===== src/pin_mux_pkg.sv =====
// Constants and carrier types for the output pin function multiplexer.
// Assumes a register access port on the device clock, offsets in 16-bit address space.
//
// Operation
// RULE1: Link pin codes 0, 1, 7 give link status
// RULE2: Link pin codes 2-5 give SOP, CRS, COL
// RULE3: Interrupt pin codes 1-7 route listed sources
// RULE4: Interrupt code 0: CRS if MII, EEE off
// RULE5: Indicator codes 1-6 sources, 7/10-15 LED function
// RULE6: Indicator code 0, MII, EEE off: COL
// RULE7: Indicator code 0, MII, EEE on: TX_ER; else LED
// RULE8: Selects reset to zero; upper bits read zero
// RULE9: New select takes effect next cycle, registered output
package pin_mux_pkg;

    // ------------------------------------------------------------
    // Register map
    // ------------------------------------------------------------
    localparam logic [15:0] link_status_pin_select_addr = 16'hff3e;
    localparam logic [15:0] interrupt_pin_select_addr   = 16'hff3f;
    localparam logic [15:0] indicator_pin_select_addr   = 16'hff41;
    localparam logic [2:0]  sel3_reset                  = 3'h0;
    localparam logic [3:0]  sel4_reset                  = 4'h0;
    localparam int          sel3_width                  = 3;
    localparam int          sel4_width                  = 4;

    // ------------------------------------------------------------
    // Select codes
    // ------------------------------------------------------------
    localparam logic [3:0] code_default  = 4'h0;
    localparam logic [3:0] code_link     = 4'h1;
    localparam logic [3:0] code_tx_sop   = 4'h2;
    localparam logic [3:0] code_rx_sop   = 4'h3;
    localparam logic [3:0] code_crs      = 4'h4;
    localparam logic [3:0] code_col      = 4'h5;
    localparam logic [3:0] code_tx_er    = 4'h6;
    localparam logic [3:0] code_native   = 4'h7;
    localparam logic [3:0] code_rsvd_lo  = 4'h8;
    localparam logic [3:0] code_rsvd_hi  = 4'h9;

    // ------------------------------------------------------------
    // Carriers
    // ------------------------------------------------------------
    typedef struct packed {
        logic link_status;
        logic tx_sop;
        logic rx_sop;
        logic crs;
        logic col;
        logic tx_er;
        logic native_int;
        logic led;
    } pin_sources_t;

    typedef struct packed {
        logic mii_mac;
        logic eee_adv;
    } strap_cfg_t;

endpackage : pin_mux_pkg


===== src/phy_output_pin_override_mux.sv =====
// Output pin function multiplexer: three select registers steer three pins.
// Assumes sources and straps are synchronous to clock; register port is single-cycle.
`timescale 1ns/1ns
module phy_output_pin_override_mux
(
    // Clock and reset
    input  wire logic                      clock,
    input  wire logic                      arst_n,
    // Register access port
    input  wire logic                      reg_write,
    input  wire logic [15:0]               reg_addr,
    input  wire logic [15:0]               reg_wdata,
    output logic      [15:0]               reg_rdata,
    // Strapped configuration and pin sources
    input  wire pin_mux_pkg::strap_cfg_t   straps,
    input  wire pin_mux_pkg::pin_sources_t sources,
    // Pins
    output logic                           link_status_pin,
    output logic                           interrupt_pin,
    output logic                           indicator_pin
);

    logic [2:0] link_status_pin_select;
    logic [2:0] interrupt_pin_select;
    logic [3:0] indicator_pin_select;
    logic       next_link_pin;
    logic       next_int_pin;
    logic       next_ind_pin;
    logic       mii_eee_off;
    logic       mii_eee_on;

    // ------------------------------------------------------------
    // Select registers
    // ------------------------------------------------------------
    always_ff @(posedge clock or negedge arst_n)
    begin
        if (!arst_n)
        begin
            link_status_pin_select <= pin_mux_pkg::sel3_reset; // [RULE8]
            interrupt_pin_select   <= pin_mux_pkg::sel3_reset; // [RULE8]
            indicator_pin_select   <= pin_mux_pkg::sel4_reset; // [RULE8]
        end
        else if (reg_write)
        begin
            if (reg_addr == pin_mux_pkg::link_status_pin_select_addr)
                link_status_pin_select <= reg_wdata[pin_mux_pkg::sel3_width-1:0];
            if (reg_addr == pin_mux_pkg::interrupt_pin_select_addr)
                interrupt_pin_select <= reg_wdata[pin_mux_pkg::sel3_width-1:0];
            if (reg_addr == pin_mux_pkg::indicator_pin_select_addr)
                indicator_pin_select <= reg_wdata[pin_mux_pkg::sel4_width-1:0];
        end
    end

    // Read data is combinational; unmapped addresses return zero
    always_comb
    begin
        reg_rdata = 16'h0000;
        case (reg_addr)
            pin_mux_pkg::link_status_pin_select_addr: reg_rdata = {13'h0000, link_status_pin_select}; // [RULE8]
            pin_mux_pkg::interrupt_pin_select_addr:   reg_rdata = {13'h0000, interrupt_pin_select};   // [RULE8]
            pin_mux_pkg::indicator_pin_select_addr:   reg_rdata = {12'h000, indicator_pin_select};    // [RULE8]
            default:                                  reg_rdata = 16'h0000;
        endcase
    end

    // ------------------------------------------------------------
    // Source selection
    // ------------------------------------------------------------
    assign mii_eee_off = straps.mii_mac & ~straps.eee_adv;
    assign mii_eee_on  = straps.mii_mac & straps.eee_adv;

    always_comb
    begin
        // Reserved code 6 falls back to link status rather than a floating choice
        case ({1'b0, link_status_pin_select})
            pin_mux_pkg::code_tx_sop: next_link_pin = sources.tx_sop;      // [RULE2]
            pin_mux_pkg::code_rx_sop: next_link_pin = sources.rx_sop;      // [RULE2]
            pin_mux_pkg::code_crs:    next_link_pin = sources.crs;         // [RULE2]
            pin_mux_pkg::code_col:    next_link_pin = sources.col;         // [RULE2]
            default:                  next_link_pin = sources.link_status; // [RULE1]
        endcase
    end

    always_comb
    begin
        case ({1'b0, interrupt_pin_select})
            pin_mux_pkg::code_default:
                next_int_pin = mii_eee_off ? sources.crs : sources.native_int; // [RULE4]
            pin_mux_pkg::code_link:   next_int_pin = sources.link_status; // [RULE3]
            pin_mux_pkg::code_tx_sop: next_int_pin = sources.tx_sop;      // [RULE3]
            pin_mux_pkg::code_rx_sop: next_int_pin = sources.rx_sop;      // [RULE3]
            pin_mux_pkg::code_crs:    next_int_pin = sources.crs;         // [RULE3]
            pin_mux_pkg::code_col:    next_int_pin = sources.col;         // [RULE3]
            pin_mux_pkg::code_tx_er:  next_int_pin = sources.tx_er;       // [RULE3]
            default:                  next_int_pin = sources.native_int;  // [RULE3]
        endcase
    end

    always_comb
    begin
        // Reserved codes 8 and 9 fall back to the LED function
        case (indicator_pin_select)
            pin_mux_pkg::code_default:
            begin
                if (mii_eee_off)
                    next_ind_pin = sources.col;   // [RULE6]
                else if (mii_eee_on)
                    next_ind_pin = sources.tx_er; // [RULE7]
                else
                    next_ind_pin = sources.led;   // [RULE7]
            end
            pin_mux_pkg::code_link:    next_ind_pin = sources.link_status; // [RULE5]
            pin_mux_pkg::code_tx_sop:  next_ind_pin = sources.tx_sop;      // [RULE5]
            pin_mux_pkg::code_rx_sop:  next_ind_pin = sources.rx_sop;      // [RULE5]
            pin_mux_pkg::code_crs:     next_ind_pin = sources.crs;         // [RULE5]
            pin_mux_pkg::code_col:     next_ind_pin = sources.col;         // [RULE5]
            pin_mux_pkg::code_tx_er:   next_ind_pin = sources.tx_er;       // [RULE5]
            pin_mux_pkg::code_rsvd_lo: next_ind_pin = sources.led;
            pin_mux_pkg::code_rsvd_hi: next_ind_pin = sources.led;
            default:                   next_ind_pin = sources.led;         // [RULE5]
        endcase
    end

    // ------------------------------------------------------------
    // Registered pin drivers
    // ------------------------------------------------------------
    // Registering avoids glitches when the select changes mid-cycle
    always_ff @(posedge clock or negedge arst_n)
    begin
        if (!arst_n)
        begin
            link_status_pin <= 1'b0;
            interrupt_pin   <= 1'b0;
            indicator_pin   <= 1'b0;
        end
        else
        begin
            link_status_pin <= next_link_pin; // [RULE9]
            interrupt_pin   <= next_int_pin;  // [RULE9]
            indicator_pin   <= next_ind_pin;  // [RULE9]
        end
    end

endmodule : phy_output_pin_override_mux


===== config.mk =====
export PLATFORM = sky130hd
export DESIGN_NAME = phy_output_pin_override_mux
export DESIGN_NICKNAME = d
export VERILOG_FILES = /design/src/pin_mux_pkg.sv /design/src/phy_output_pin_override_mux.sv
export SDC_FILE = /design/constraint.sdc
export NUM_CORES = 1
export LEC_CHECK = 0
export BUFFER_PORTS_ARGS = -buffer_cell sky130_fd_sc_hd__buf_2
export CORE_MARGIN = 3
export CORE_UTILIZATION = 37
export DETAILED_ROUTE_END_ITERATION = 8
export PLACE_DENSITY_LB_ADDON = 0.25
export SYNTH_ARGS = -nofsm -noshare
export SYNTH_HDL_FRONTEND = slang
export SYNTH_SLANG_ARGS = --single-unit

===== constraint.sdc =====
create_clock -name clock -period 1.1 [get_ports clock]
set_input_delay 0.055 -clock clock [delete_from_list [all_inputs] [get_ports clock]]
set_output_delay 0.055 -clock clock [all_outputs]
set_load 0.03 [all_outputs]

# Word level (Yosys, flattened, before mapping)
# Cells that the tools add are included.
# totals
ff_bits,13
input_bits,45
out_inout_bits,19
wordCells,40
# op_classes
eq_ne,19
n_mux,7
n_bitwise,3
reduce_logical,5
# op_table
op,count
$eq A16 B16 Y1 const B,3
$eq A3 B3 Y1 const B,5
$pmux W1 S7,2
$eq A3 B2 Y1 const B,4
$eq A4 B3 Y1 const B,3
$pmux W4 S3,1
$eq A4 B2 Y1 const B,2
$reduce_and A2 Y1,3
$eq A4 B1 Y1 const B,1
$logic_not A4 Y1,1
$pmux W1 S4,1
$eq A3 B1 Y1 const B,1
$logic_not A3 Y1,1
$mux W1,3
$and A1 B1 Y1,2
$not A1 Y1,1

# Depth between registers and ports, before layout
# Gate-level depths: netlist of run 1.
# logic_depth
depth_word,4
mapped_depth,5
mapped_depth_nobuf,4

# Least setup slack after synthesis of run 1
# Ideal clock, no wire load.
# synth_path
path_type,input port to output port
from,input reg_addr[13]
to,output reg_rdata[0]
arrival_ns,1.374
t_required_ns,1.045
slack_ns,-0.329
stages,4
n_path_buf,0
path_cell_list,nand4_1 > or3_1 > or3_4 > o2bb2ai_1
# synth_between
elab_chain_len,2
elab_cells_between_ends,4
cone_classes,eq/ne: 3; mux: 1
# synth_lines
item,line_no,text
start: declaration,phy_output_pin_override_mux.sv:11,"input wire logic [15:0] reg_addr,"
$eq A16 B16 Y1,phy_output_pin_override_mux.sv:58,case (reg_addr)
$pmux W4 S3 *,phy_output_pin_override_mux.sv:58,
end: declaration,phy_output_pin_override_mux.sv:13,"output logic [15:0] reg_rdata,"
# Mark *: on every way between the ends. The rest lies on a longest branch, timed or not.

# Worst setup path after layout of run 1
# layout_path
from,input reg_addr[13]
to,output reg_rdata[1]
# Same word-level chain as after synthesis.

==> flow_summary.json, run 1 <==
{
  "status": "finished, violations left",
  "violations": "negative hold slack, negative setup slack",
  "cts.sinks": 13,
  "die_h_um": 56.9,
  "synth_edf_count": 0,
  "antenna_found_initial": 0,
  "drc": 0,
  "clock_latency_ps": 280,
  "startpoint": "reg_addr[13]",
  "max_freq_mhz": 756,
  "vias": 967,
  "drv_cap": 0,
  "dp.cells": 173,
  "hold_viol": 1,
  "synth_seq_area_share": 0.339,
  "endpoint_kind": "primary output",
  "crit_required_ps": 1040,
  "syn_avg_cell_area_um2": 9.88,
  "hold_path.class": "input pin to flop",
  "vias_per_cell": 5.26,
  "critPathArrivalTime_ps": 1270,
  "finalClockSkew_ps": 3.90,
  "combPwrFrac": 0.263,
  "rsz0062_at_grt": "yes",
  "die-area_um2": 3240,
  "irDropWorstVdd_mv": 0.482,
  "p_leak_nw": 0.725,
  "drt_iter0_markers": 10,
  "n_antenna_cell": 0,
  "min_period_ps": 1320,
  "finalNonFillerCells": 184,
  "period_share": 1.20,
  "hp-start": "sources[0]",
  "dpl.hpwl_um": 2040,
  "p_sw_w": 0.000327,
  "first_global_vias": 942,
  "drtPass1Iterations": 4,
  "grt_overflow_total": 0,
  "drive_above_1_share": 0.571,
  "startpoint_type": "input pin",
  "postRouteAntennaNets": 0,
  "pin_count": 64,
  "clkPwrFrac": 0.285,
  "cts.path.max_buffers": 2,
  "cts_max_level": 1,
  "p_int_w": 0.000748,
  "fin_util": 0.674,
  "slowest_delay_ps": 390,
  "die_x_um": 56.9,
  "r2r-start": "interrupt_pin_select[2]$_DFFE_PN0P_",
  "fillers": 196,
  "total_power_w": 0.00108,
  "grt_usage": 0.175,
  "finalSetupViolCount": 16,
  "async_flop_share": 1.00,
  "path_class": "input pin to primary output",
  "cts_tree": "yes",
  "post-place-ws_ps": -355,
  "synth_flop_cell": "dfrtp_1",
  "coreArea_um2": 2340,
  "nets": 202,
  "wl_um": 2890,
  "port_buffers": 39,
  "synth_top_area_frac": 0.339,
  "switching_share": 0.305,
  "yosys.area.top_type": "dfrtp_1",
  "yosys-top-cells-area": "dfrtp_1 (34%), mux2_2 (12%), buf_4 (10%)",
  "r2r_slack_ps": -110,
  "synthesis.area_um2": 958,
  "synth-warning-count": 0,
  "worst_slack_ps": -223,
  "cp_max_fo": 3,
  "syn_inst": 97,
  "power.density_nw_per_um2": 682,
  "slowest_stage": "or3_4",
  "ys_ff_latch": 13,
  "path_buf_inv": 2,
  "syn_to_final_growth_pct": 64.5,
  "ctsRootBufferMaster": "clkbuf_4",
  "initial_core_util": 0.410,
  "grt_max_degree": 14,
  "whs_ps": -2.32,
  "seq_power_share": 0.453,
  "final-max-slew-violation-count": 0,
  "grt_pass1_wl_um": 4340,
  "place_congestion": 0.734,
  "synth_cell_type_count": 32,
  "rows": 17,
  "path_cells": "buf_2 -> nand4_1 -> or3_1 -> or3_4 -> o2bb2ai_4 -> buf_6",
  "clkTransAtPathRegs_ps": 80,
  "cts_buffers": 3,
  "crit_family": "simple AND/OR/NAND/NOR gates",
  "routedWlPerCell_um": 15.7
}
==> kinds of logic (layout without fill, tap and decap cells) <==
group	Yosys count	in the layout	share of synthesized area
AND/OR/NAND/NOR	32	32	0.195
other	1	12	0.00391
flip-flops	13	13	0.339
AO/OA/AOI/OAI	15	15	0.112
multiplexers	19	19	0.225
buffers and inverters	17	65	0.125
==> synth_stat cells (2+ instances only) <==
library cell / instances
nand2_1: 8
nor2b_1: 2
nand4_1: 2
buf_4: 13
inv_1: 3
dfrtp_1: 13
nand4b_1: 2
o21ai_0: 5
o2bb2ai_1: 3
mux2_2: 10
nor2_1: 7
a31oi_1: 2
mux2i_1: 8
==> layer usage <==
| layer | up-vias | GRT usage | wire [um] |
|---|---|---|---|
| met5 | - | 0 | 0 |
| met4 | 0 | 0.0728 | 100 |
| met3 | 8 | 0.0368 | 174 |
| met2 | 45 | 0.323 | 1550 |
| met1 | 461 | 0.188 | 1060 |
| li1 | 453 | - | - |
==> cell type report <==
class	instances	area (um^2)	area share
Timing Repair Buffer	58	445	0.283
Clock buffer	4	26.3	0.0167
Tap cell	28	35.0	0.0222
Multi-Input combinational cell	78	729	0.463
Inverter	3	11.3	0.00714
Sequential cell	13	329	0.209
==> cell usage in the layout, fill, tap and decap left out, types with 4 or more instances in the layout <==
| cell type | Yosys | routed |
|---|---|---|
| buf_2 | 0 | 25 |
| buf_6 | 1 | 16 |
| buf_4 | 13 | 14 |
| conb_1 | 1 | 12 |
| dfrtp_1 | 13 | 10 |
| nor2_1 | 7 | 6 |
| nand2_1 | 8 | 6 |
| mux2i_1 | 8 | 6 |
| mux2_4 | 0 | 6 |
| o21ai_0 | 5 | 4 |
| mux2_2 | 10 | 4 |
==> stage by stage <==
stage	hold slack (ps)	TNS [ps]	area, um^2
3_3_place_gp	-45.2	-3670	1320
5_1_grt	12.4	-2220	1580
4_1_cts	27.0	-1170	1520
6_report	-2.32	-1320	1580
2_1_floorplan	-241	-556	1110
3_5_place_dp	-40.5	-4340	1320
==> tightest hold or removal path, cell delays in order <==
cell,delay [ps]
buf_2,80
o21ai_1,50
o311ai_1,60
==> flip-flops by register name, summed over array words and instances, names as in the netlist <==
register and count:
indicator_pin_select 4, interrupt_pin 1, link_status_pin 1, link_status_pin_select 3
interrupt_pin_select 3, indicator_pin 1
==> power by group through the flow <==
stage | registers [W] | clock network [W] | logic, W
2_1_floorplan | 0.000514 | 0 | 0.000140
3_3_place_gp | 0.000496 | 0 | 0.000221
3_5_place_dp | 0.000496 | 0 | 0.000227
4_1_cts | 0.000487 | 0.000314 | 0.000265
5_1_grt | 0.000488 | 0.000339 | 0.000302
6_report | 0.000487 | 0.000306 | 0.000282
==> final timing paths <==
kind,end,cells after the start
hold reg to reg,link_status_pin$_DFF_PN0_,1
hold / removal,indicator_pin$_DFF_PN0_,3
min in group asynchronous,indicator_pin$_DFF_PN0_,2
setup / recovery,reg_rdata[1],6
max in group asynchronous,interrupt_pin_select[0]$_DFFE_PN0P_,2
setup reg to reg,interrupt_pin$_DFF_PN0_,2
==> timing repair <==
item | in CTS | in global routing
setup buffers | 4 | 3
hold buffers | 2 | 0
gates resized for setup | 28 | 10
pin swaps | 10 | 10
endpoints found under the setup margin | 12 | 16
endpoints found under the hold margin | 14 | 0
Power figures use the tool's default switching activity.
==> run 2, diff against run 1 <==
--- a/config.mk
+++ b/config.mk
@@ -7,4 +7,5 @@
 export LEC_CHECK = 0
 export BUFFER_PORTS_ARGS = -buffer_cell sky130_fd_sc_hd__buf_2
+export CORE_ASPECT_RATIO = 0.75
 export CORE_MARGIN = 3
 export CORE_UTILIZATION = 37
==> constraint.sdc (replaced) <==
create_clock -name clock -period 1.1 [get_ports clock]
set_input_delay 0.33 -clock clock [delete_from_list [all_inputs] [get_ports clock]]
set_output_delay 0.33 -clock clock [all_outputs]
set_load 0.03 [all_outputs]
==> run 2 against run 1 <==
Compared with the run above: the run ends with negative setup slack left; flip-flop and latch count is the same; hold slack gained 290 ps; fmax shrank 31%; first-iteration DRC count grew 40%; non-clock buffer count grew 9; global-route usage grew 1.5 points; sequential share of layout area shrank 0.64 points; utilization grew 0.60 points; critical path depth is the same.
==> flow_summary.json, run 2 (synthesis results as in run 1) <==
{
  "fillers": 196,
  "hold_viol": 0,
  "layout_commonest_cell": "buf_2",
  "rows": 15,
  "min_period_ps": 1910,
  "dp.cells": 190,
  "vias_per_cell": 4.87,
  "grt_usage": 0.190,
  "startpoint_type": "input pin",
  "coreArea_um2": 2380,
  "status": "finished, violations left",
  "crit_required_ps": 770,
  "finalNonFillerCells": 199,
  "p_leak_nw": 0.765,
  "hold_path.class": "input pin to flop",
  "whs_ps": 286,
  "fin_util": 0.680,
  "period_share": 1.73,
  "hp-start": "reg_wdata[3]",
  "endpoint_kind": "primary output",
  "die_x_um": 64.8,
  "path_class": "input pin to primary output",
  "irDropWorstVdd_mv": 0.604,
  "power.density_nw_per_um2": 667,
  "postRouteAntennaNets": 0,
  "final-max-slew-violation-count": 0,
  "port_buffers": 39,
  "grt_pass1_wl_um": 4770,
  "r2r-end": "interrupt_pin$_DFF_PN0_",
  "die-area_um2": 3240,
  "clock_latency_ps": 270,
  "drtPass1Iterations": 4,
  "r2r_cells": 2,
  "drt_iter0_markers": 14,
  "ctsRootBufferMaster": "clkbuf_4",
  "vias": 970,
  "drc": 0,
  "cp_max_fo": 3,
  "syn_to_final_growth_pct": 69.1,
  "critPathArrivalTime_ps": 1580,
  "cts_max_level": 1,
  "drv_cap": 0,
  "nets": 211,
  "startpoint": "reg_addr[13]",
  "first_global_vias": 1074,
  "routedWlPerCell_um": 14.4,
  "finalSetupViolCount": 19,
  "drive_above_1_share": 0.594,
  "cts.path.max_buffers": 2,
  "hold_depth": 2,
  "largestRegisters": "indicator_pin_select: 4 flops, interrupt_pin_select: 3 flops, link_status_pin_select: 3 flops",
  "cts.sinks": 13,
  "top_register": "indicator_pin_select",
  "worst_slack_ps": -806,
  "cts_tree": "yes",
  "layout_common_cells": "buf_2 (26), buf_4 (25), buf_6 (14), conb_1 (12), dfrtp_1 (11)",
  "violations": "negative setup slack",
  "wl_um": 2860,
  "regArea_um2": 328,
  "n_antenna_cell": 0,
  "die_h_um": 50.1,
  "grt_overflow_total": 0,
  "post-route-cell-area_um2": 1620,
  "dpl.hpwl_um": 2420,
  "clkTransAtPathRegs_ps": 80,
  "place_area_um2": 1430,
  "r2r_slack_ps": -170,
  "multiInputGateArea_um2": 706,
  "rsz0062_at_grt": "yes",
  "cts_buffers": 3,
  "post-place-ws_ps": -840,
  "largest_reg_flops": 4,
  "grt_max_degree": 14,
  "hold-path-endpoint": "indicator_pin_select[3]$_DFFE_PN0P_",
  "pin_count": 64,
  "place_congestion": 0.798,
  "antenna_found_initial": 0,
  "initial_core_util": 0.402,
  "finalClockSkew_ps": 2.14,
  "r2r-start": "interrupt_pin_select[2]$_DFFE_PN0P_",
  "max_freq_mhz": 525
}
==> run 2: changes by cell type in the layout (fill, tap and decap cells not counted), sizes merged <==
cell | before | now
buf | 56 | 66
clkbuf | 4 | 3
clkinv | 0 | 1
dlygate4sd3 | 2 | 1
==> run 2: worst max path at each step <==
stage	to	cells past startpoint
4_1_cts	reg_rdata[1]	6
3_3_place_gp	reg_rdata[3]	6
2_1_floorplan	reg_rdata[0]	4
5_1_grt	reg_rdata[1]	6
6_report	reg_rdata[0]	6
3_5_place_dp	reg_rdata[0]	6
==> run 2: final cells by class <==
| type | instances | area share |
|---|---|---|
| clock buffer | 3 | 0.0139 |
| tap | 34 | 0.0263 |
| sequential | 13 | 0.202 |
| inverter | 3 | 0.00695 |
| clock inverter | 1 | 0.00309 |
| multi-input combinational | 78 | 0.436 |
| timing repair buffer | 67 | 0.312 |
==> run 2: stage by stage <==
| step | TNS (ps) | total power [W] |
|---|---|---|
| 2_1_floorplan | -5360 | 0.000654 |
| 3_3_place_gp | -9490 | 0.000747 |
| 3_5_place_dp | -10300 | 0.000756 |
| 4_1_cts | -6760 | 0.00108 |
| 5_1_grt | -8060 | 0.00116 |
| 6_report | -7160 | 0.00108 |
==> run 2: repair_timing <==
action	4_1_cts	5_1_grt
cloned	0	0
endpoints found under the hold margin	13	0
pin swaps	7	4
endpoints found under the setup margin	19	20
setup buffers	4	1
hold buffers	1	0
resized for setup	26	5
==> run 2: layer usage <==
| metal | share of wire | global-route usage | vias to the layer above |
|---|---|---|---|
| met3 | 0.052 | 0.0410 | 4 |
| met1 | 0.44 | 0.240 | 467 |
| met5 | 0 | 0 | - |
| li1 | - | - | 473 |
| met2 | 0.50 | 0.326 | 26 |
| met4 | 0.015 | 0.0491 | 0 |
==> run 2: worst max-delay path, stage by stage <==
cell and delay [ps]:
buf_6 60, nand4_1 110, or3_1 370, or3_4 390, o2bb2ai_4 160, buf_6 150
==> run 2: where the power goes <==
part	internal [W]	switching (W)	total [W]
logic	0.000138	0.000159	0.000297
clock network	0.000135	0.000159	0.000293
registers	0.000485	0.00000453	0.000490
